`src/core/prs_pkg.sv`:
```
// shared constants and types for the power-up reset sequencer
package prs_pkg;

  // ----------------------------------------------------------------
  // timing
  // ----------------------------------------------------------------
  localparam int unsigned CLK_PERIOD_NS      = 40;
  localparam int unsigned POWERUP_DELAY_US   = 72;
  localparam int unsigned POWERUP_DELAY_CYC  = (POWERUP_DELAY_US * 1000) / CLK_PERIOD_NS;
  localparam int unsigned OSC_STARTUP_CYC    = 1024;
  localparam int unsigned CNT_W              = 16;

  // ----------------------------------------------------------------
  // sequencer states
  // ----------------------------------------------------------------
  typedef enum logic [4:0] {
    PRS_ST_BOR   = 5'h01,
    PRS_ST_POWERUP_DELAY_TIMER  = 5'h02,
    PRS_ST_OST   = 5'h04,
    PRS_ST_RUN   = 5'h08,
    PRS_ST_IDLE  = 5'h10
  } prs_state_type;

  // configuration carried as one group
  typedef struct packed {
    logic intMclrEnable;
    logic pwrtEnable;
    logic ostEnable;
  } prs_cfg_type;

  // status carried as one group
  typedef struct packed {
    logic powerupDelayActive;
    logic oscStartupActive;
    logic brownoutActive;
  } prs_status_type;

endpackage

```
`src/core/prs_sync2.sv`:
```
// two-flop synchroniser for one asynchronous level
`timescale 1ns/10ps
module prs_sync2 (
  input  wire logic mclk,
  input  wire logic rst_b,
  input  wire logic dIn,
  output logic      dOut
);

  logic stage1_reg;
  logic stage2_reg;

  always_ff @(posedge mclk or negedge rst_b) begin
    if (!rst_b) begin
      stage1_reg <= 1'b0;
      stage2_reg <= 1'b0;
    end else begin
      stage1_reg <= dIn;
      stage2_reg <= stage1_reg;
    end
  end

  assign dOut = stage2_reg;

endmodule

```
`src/core/prs_timer.sv`:
```
// down counter that reports when a loaded delay has run out
`timescale 1ns/10ps
module prs_timer (
  input  wire logic                     mclk,
  input  wire logic                     rst_b,
  input  wire logic                     load,
  input  wire logic                     run,
  input  wire logic [prs_pkg::CNT_W-1:0] loadValue,
  output logic                          expired
);

  logic [prs_pkg::CNT_W-1:0] count_reg;
  logic [prs_pkg::CNT_W-1:0] count_next;

  assign count_next = load ? loadValue :
                      (run && count_reg != '0) ? count_reg - 1'b1 : count_reg;
  assign expired    = run && !load && (count_reg == '0);

  always_ff @(posedge mclk or negedge rst_b) begin
    if (!rst_b) begin
      count_reg <= '0;
    end else begin
      count_reg <= count_next;
    end
  end

endmodule

```
`src/core/prs_sequencer.sv`:
```
// power-up reset sequencer: power-on pulse, brown-out, delay timers, master clear
// Notes on behaviour
// - one power-on pulse per supply rise
// - power-on resets only with internal clear
// - hold reset through both delay timers
// - delay timer starts only on power-up resets
// - power-on starts delay at the pulse
// - brown-out starts delay when brown-out ends
// - delay timer runs from internal RC clock; here it runs on mclk
// - reset held while delay timer counts
// - config bit skips delay for power-on
// - brown-out always applies the delay; here a power-on accepted as it ends, with pwrtEnable 0, skips it
// - oscillator timer follows delay, reset held
// - brown-out during delay restarts the delay
// - timeouts run while master clear low
// - RC mode, delay off: no timeout
`timescale 1ns/10ps
module prs_sequencer #(
  parameter int unsigned POWERUP_DELAY_LENGTH = prs_pkg::POWERUP_DELAY_CYC,
  parameter int unsigned OSC_STARTUP_LENGTH   = prs_pkg::OSC_STARTUP_CYC
) (
  input  wire logic                   mclk,
  input  wire logic                   rst_b,
  input  wire logic                   supplyRiseDetect,
  input  wire logic                   brownoutLevel,
  input  wire logic                   master_clear_input_b,
  input  wire prs_pkg::prs_cfg_type   cfg,
  output logic                        powerOnPulse,
  output logic                        deviceReset,
  output prs_pkg::prs_status_type     status
);

  // ----------------------------------------------------------------
  // input synchronisers
  // ----------------------------------------------------------------
  logic riseSync;
  logic borSync;
  logic mclrSync;

  prs_sync2 u_syncRise (
    .mclk  (mclk),
    .rst_b (rst_b),
    .dIn   (supplyRiseDetect),
    .dOut  (riseSync)
  );

  prs_sync2 u_syncBor (
    .mclk  (mclk),
    .rst_b (rst_b),
    .dIn   (brownoutLevel),
    .dOut  (borSync)
  );

  prs_sync2 u_syncMclr (
    .mclk  (mclk),
    .rst_b (rst_b),
    .dIn   (master_clear_input_b),
    .dOut  (mclrSync)
  );

  // ----------------------------------------------------------------
  // event detection
  // ----------------------------------------------------------------
  logic riseDly_reg;
  logic borDly_reg;
  logic porEvent;
  logic borEnd;

  assign porEvent = riseSync && !riseDly_reg;
  assign borEnd   = !borSync && borDly_reg;

  always_ff @(posedge mclk or negedge rst_b) begin
    if (!rst_b) begin
      riseDly_reg <= 1'b0;
      borDly_reg  <= 1'b0;
    end else begin
      riseDly_reg <= riseSync;
      borDly_reg  <= borSync;
    end
  end

  // ----------------------------------------------------------------
  // state machine
  // ----------------------------------------------------------------
  prs_pkg::prs_state_type state_reg;
  prs_pkg::prs_state_type state_next;
  logic                   pwrtLoad;
  logic                   ostLoad;
  logic                   pwrtDone;
  logic                   ostDone;
  logic                   pwrtRun;
  logic                   ostRun;
  logic                   porAccepted;

  // power-on acts only with internal clear selected
  assign porAccepted = porEvent && cfg.intMclrEnable;
  assign pwrtRun     = (state_reg == prs_pkg::PRS_ST_POWERUP_DELAY_TIMER);
  assign ostRun      = (state_reg == prs_pkg::PRS_ST_OST);

  // only power-up events load the delay
  always_comb begin
    state_next = state_reg;
    pwrtLoad   = 1'b0;
    ostLoad    = 1'b0;
    // brown-out always returns to brown-out reset
    if (borSync) begin
      state_next = prs_pkg::PRS_ST_BOR;
    end else if (porAccepted) begin
      // config bit skips delay on power-on
      // no delay and no oscillator timer means no timeout
      if (cfg.pwrtEnable) begin
        state_next = prs_pkg::PRS_ST_POWERUP_DELAY_TIMER;
        pwrtLoad   = 1'b1;
      end else if (cfg.ostEnable) begin
        state_next = prs_pkg::PRS_ST_OST;
        ostLoad    = 1'b1;
      end else begin
        state_next = prs_pkg::PRS_ST_RUN;
      end
    end else begin
      unique case (state_reg)
        prs_pkg::PRS_ST_IDLE: begin
          state_next = prs_pkg::PRS_ST_IDLE;
        end
        prs_pkg::PRS_ST_BOR: begin
          if (borEnd) begin
            state_next = prs_pkg::PRS_ST_POWERUP_DELAY_TIMER;
            pwrtLoad   = 1'b1;
          end
        end
        prs_pkg::PRS_ST_POWERUP_DELAY_TIMER: begin
          if (pwrtDone) begin
            if (cfg.ostEnable) begin
              state_next = prs_pkg::PRS_ST_OST;
              ostLoad    = 1'b1;
            end else begin
              state_next = prs_pkg::PRS_ST_RUN;
            end
          end
        end
        prs_pkg::PRS_ST_OST: begin
          if (ostDone) begin
            state_next = prs_pkg::PRS_ST_RUN;
          end
        end
        prs_pkg::PRS_ST_RUN: begin
          state_next = prs_pkg::PRS_ST_RUN;
        end
        default: begin
          state_next = prs_pkg::PRS_ST_IDLE;
        end
      endcase
    end
  end

  always_ff @(posedge mclk or negedge rst_b) begin
    if (!rst_b) begin
      state_reg <= prs_pkg::PRS_ST_IDLE;
    end else begin
      state_reg <= state_next;
    end
  end

  // ----------------------------------------------------------------
  // delay timers
  // ----------------------------------------------------------------
  // timer runs on mclk, the same clock as the rest of the sequencer
  prs_timer u_powerup_delay_timer (
    .mclk      (mclk),
    .rst_b     (rst_b),
    .load      (pwrtLoad),
    .run       (pwrtRun),
    .loadValue (prs_pkg::CNT_W'(POWERUP_DELAY_LENGTH - 1)),
    .expired   (pwrtDone)
  );

  prs_timer u_osc_startup_timer (
    .mclk      (mclk),
    .rst_b     (rst_b),
    .load      (ostLoad),
    .run       (ostRun),
    .loadValue (prs_pkg::CNT_W'(OSC_STARTUP_LENGTH - 1)),
    .expired   (ostDone)
  );

  // ----------------------------------------------------------------
  // outputs
  // ----------------------------------------------------------------
  logic resetHold;
  logic pulse_reg;
  logic reset_reg;

  // timers run regardless of master clear; release is immediate
  assign resetHold = (state_reg != prs_pkg::PRS_ST_RUN) || !mclrSync;

  always_ff @(posedge mclk or negedge rst_b) begin
    if (!rst_b) begin
      pulse_reg <= 1'b0;
      reset_reg <= 1'b1;
    end else begin
      pulse_reg <= porAccepted;
      reset_reg <= resetHold;
    end
  end

  assign powerOnPulse              = pulse_reg;
  assign deviceReset               = reset_reg;
  assign status.powerupDelayActive = pwrtRun;
  assign status.oscStartupActive   = ostRun;
  assign status.brownoutActive     = (state_reg == prs_pkg::PRS_ST_BOR);
endmodule

```
`config.mk`:
```
export PLATFORM = sky130hd
export DESIGN_NAME = prs_sequencer
export DESIGN_NICKNAME = d
export VERILOG_FILES = /design/src/core/prs_pkg.sv /design/src/core/prs_sync2.sv /design/src/core/prs_timer.sv /design/src/core/prs_sequencer.sv
export SDC_FILE = /design/constraint.sdc
export NUM_CORES = 1
export LEC_CHECK = 0
export BUFFER_PORTS_ARGS = -buffer_cell sky130_fd_sc_hd__buf_2
export CAP_MARGIN = 15
export CELL_PAD_IN_SITES_DETAIL_PLACEMENT = 2
export CELL_PAD_IN_SITES_GLOBAL_PLACEMENT = 2
export CORE_MARGIN = 2
export CORE_UTILIZATION = 30
export CTS_BUF_LIST = sky130_fd_sc_hd__clkbuf_4 sky130_fd_sc_hd__clkbuf_8
export DETAILED_ROUTE_END_ITERATION = 8
export MAX_ROUTING_LAYER = met4
export PLACE_DENSITY_LB_ADDON = 0.1
export SYNTH_ARGS = -nofsm -noshare
export SYNTH_HDL_FRONTEND = slang
export SYNTH_SLANG_ARGS = --single-unit
```
`constraint.sdc`:
```
create_clock -name mclk -period 2.55 [get_ports mclk]
set_input_delay 0.255 -clock mclk [delete_from_list [all_inputs] [get_ports mclk]]
set_output_delay 0.255 -clock mclk [all_outputs]
set_load 0.03 [all_outputs]
```
==> flow_summary.json <==
{
  "antenna_found_initial": 0,
  "drive_gt1_frac": 0.174,
  "clock_skew_ps": 14.0,
  "post_synth_and_or_nand_nor_area_fraction": 0.278,
  "peakVddDrop_uv": 207,
  "worst-setup-path-type": "reg -> reg",
  "syn-mean-instance-area_um2": 10.3,
  "core_um2": 7330,
  "synth_area_leaders": "dfrtp_1 49%, xnor2_1 4.9%, nor3_1 2.6%",
  "die_y_um": 91.6,
  "placement_rows": 31,
  "holdPathEnd": "u_syncRise.stage1_reg",
  "gr-usage-all-layers": 0.155,
  "synthXorXnorAreaFrac": 0.0647,
  "fin_nets": 252,
  "synthDistinctLibCells": 44,
  "finalWorstPathRequiredPeriod_ps": 2240,
  "r2r_start": "state_reg[0]",
  "worstHoldStart": "supplyRiseDetect",
  "synth-main-ff-cell": "dfrtp_1",
  "wl_um": 5840,
  "r2r-end": "u_osc_startup_timer.count_reg[14]",
  "dieWidth_um": 91.6,
  "crit_required_ps": 2770,
  "clkSlewWorstSetupHoldPaths_ps": 100,
  "hold_depth": 1,
  "gp_congestion": 0.715,
  "min_period_over_period": 0.878,
  "io_buffers": 12,
  "yosysTopAreaCell": "dfrtp_1",
  "drt_iter0_drc": 34,
  "reg2reg_slack_ps": 310,
  "async_reset_ff_frac": 1.00,
  "dpl_cell_area_um2": 2490,
  "clockBufferDepth": 2,
  "firstDrtPassIters": 4,
  "synth_edf_count": 0,
  "slew_headroom": 0.616,
  "start_util": 0.314,
  "arrival_ps": 2460,
  "antenna_cells": 0,
  "ant_nets": 0,
  "synth_mux_area_frac": 0,
  "h-tree-depth": 2,
  "setup_ws_ps": 312,
  "cp-start-kind": "flop",
  "dpl.hpwl_um": 4190,
  "rr_worst_depth": 5,
  "timing.final.max_slew_violations": 0,
  "max_freq_mhz": 447,
  "area_growth_pct": 14.0,
  "yosys_register_bits": 47,
  "maxCapViolCount": 0,
  "cts_root_buf": "clkbuf_8",
  "endpoint_kind": "flop",
  "syn_nets": 234,
  "total_power_mw": 1.59,
  "postSynthCellCount": 223,
  "synth_seq_area_share": 0.512,
  "globalRouteOverflowTotal": 0,
  "crit_chain": "nor3_2, and3b_1, nand4_1, or4_1, a21oi_1",
  "wl_per_cell_um": 17.1,
  "hold_viol_final": 0,
  "met2_usage": 0.256,
  "yosys_warnings": 0,
  "dpl_worst_slack_ps": 220,
  "cts_sinks": 47,
  "final_cell_mix": "45 x dfrtp_1, 16 x nand2_1, 15 x nor2_1",
  "setup_viol": 0,
  "stdcell_area_um2": 2620,
  "drc_errors": 0,
  "viasPerCell": 5.19,
  "grt_max_degree": 30,
  "fillers": 823,
  "io_pins": 13,
  "grtUsageMet1": 0.201,
  "numCtsBuffers": 5,
  "hold_path.class": "in -> reg",
  "synth_top_family_by_area": "simple AND/OR/NAND/NOR gates",
  "num_vias": 1769,
  "power-per-cell-area_nw_per_um2": 607,
  "power_leakage_nw": 1.02,
  "synth-compound-area-share": 0.0957,
  "cpMaxStageDelayCell": "or4_1",
  "use_met3": 0.0274,
  "status": "finished, final reports clean",
  "max_slew.worst_pin.slew_ps": 571,
  "grt_pass1_vias": 1907,
  "worstSkewPairLatency_ps": 300,
  "slowest_delay_ps": 590,
  "dieArea_um2": 8390,
  "cp_max_fo": 11,
  "rsz0062_at_grt": "no",
  "synth.top_cell.area_share": 0.489,
  "synthAdderAreaFrac": 0.0163,
  "busiest_layer": "met2",
  "cts_tree": "done",
  "final_common_cell": "dfrtp_1",
  "fin_setup_tns_ps": 0,
  "synthesis.area_um2": 2300,
  "grt_pass1_wl_um": 10100
}
through the flow:
stage,util,std cells,hold WS (ps)
after global placement,0.340,332,228
after detailed placement,0.340,332,243
after floorplan,-,223,-40.6
final,0.358,341,54.7
after CTS,0.357,341,42.6
after global routing,0.358,341,33.4
worst max-delay path: cells and delay by family, from the launching register on:
family             cells  cell delay, ps
and+or+nand+nor        4            1580
DFF                    1             430
AOI/OAI and AO/OA      1             150
synth_stat cells (5+ instances only):
cell type,count
dfrtp_1,45
nand2_1,16
nor2_1,15
xnor2_1,13
nor3_1,12
a21oi_1,10
nand3_1,10
o21ai_0,9
inv_1,7
or3_1,7
nor4_1,6
or4_1,6
nand2b_1,5
o211ai_1,5
report_power, final:
group          internal, mW  switching, mW  total, mW
combinational        0.0648          0.107      0.172
sequential            0.799         0.0524      0.852
clock                 0.315          0.253      0.568
total                  1.18          0.413       1.59
routing by layer:
metal,wire length (um),up-vias
met3,105,4
met5,0,-
met1,2790,912
li1,-,840
met2,2910,13
met4,38,0
logic make-up after synthesis:
group                      after synthesis
adders and majority gates                3
and+or+nand+nor                        104
AOI/OAI and AO/OA                       36
DFF                                     47
xor gates and xnor gates                17
buffers and inverters                   16
how the worst max path moves through the flow:
stage	from	endpoint	slack, ps	cells past startpoint
final	state_reg[0]	u_osc_startup_timer.count_reg[14]	310	5
after global placement	state_reg[0]	u_osc_startup_timer.count_reg[14]	260	5
after CTS	state_reg[0]	u_osc_startup_timer.count_reg[14]	140	5
after detailed placement	state_reg[0]	u_osc_startup_timer.count_reg[14]	220	5
after global routing	state_reg[0]	u_osc_startup_timer.count_reg[14]	100	5
after floorplan	u_osc_startup_timer.count_reg[4]	u_osc_startup_timer.count_reg[14]	530	5
timing repair:
item / in CTS / in global routing
resized for setup: 0 / 1
hold buffers: 1 / 0
setup endpoints to repair: 0 / 2
hold endpoints to repair: 17 / 0
setup buffers: 0 / 0
layout make-up:
cell class	count	area [um2]	share of cell area
Timing Repair Buffer	20	123	0.0468
Clock buffer	7	83.8	0.0320
Clock inverter	1	30.0	0.0115
Inverter	7	26.3	0.0100
Multi-Input combinational cell	160	1060	0.403
Sequential cell	47	1180	0.449
Tap cell	99	124	0.0472
Power figures use the tool's default switching activity.
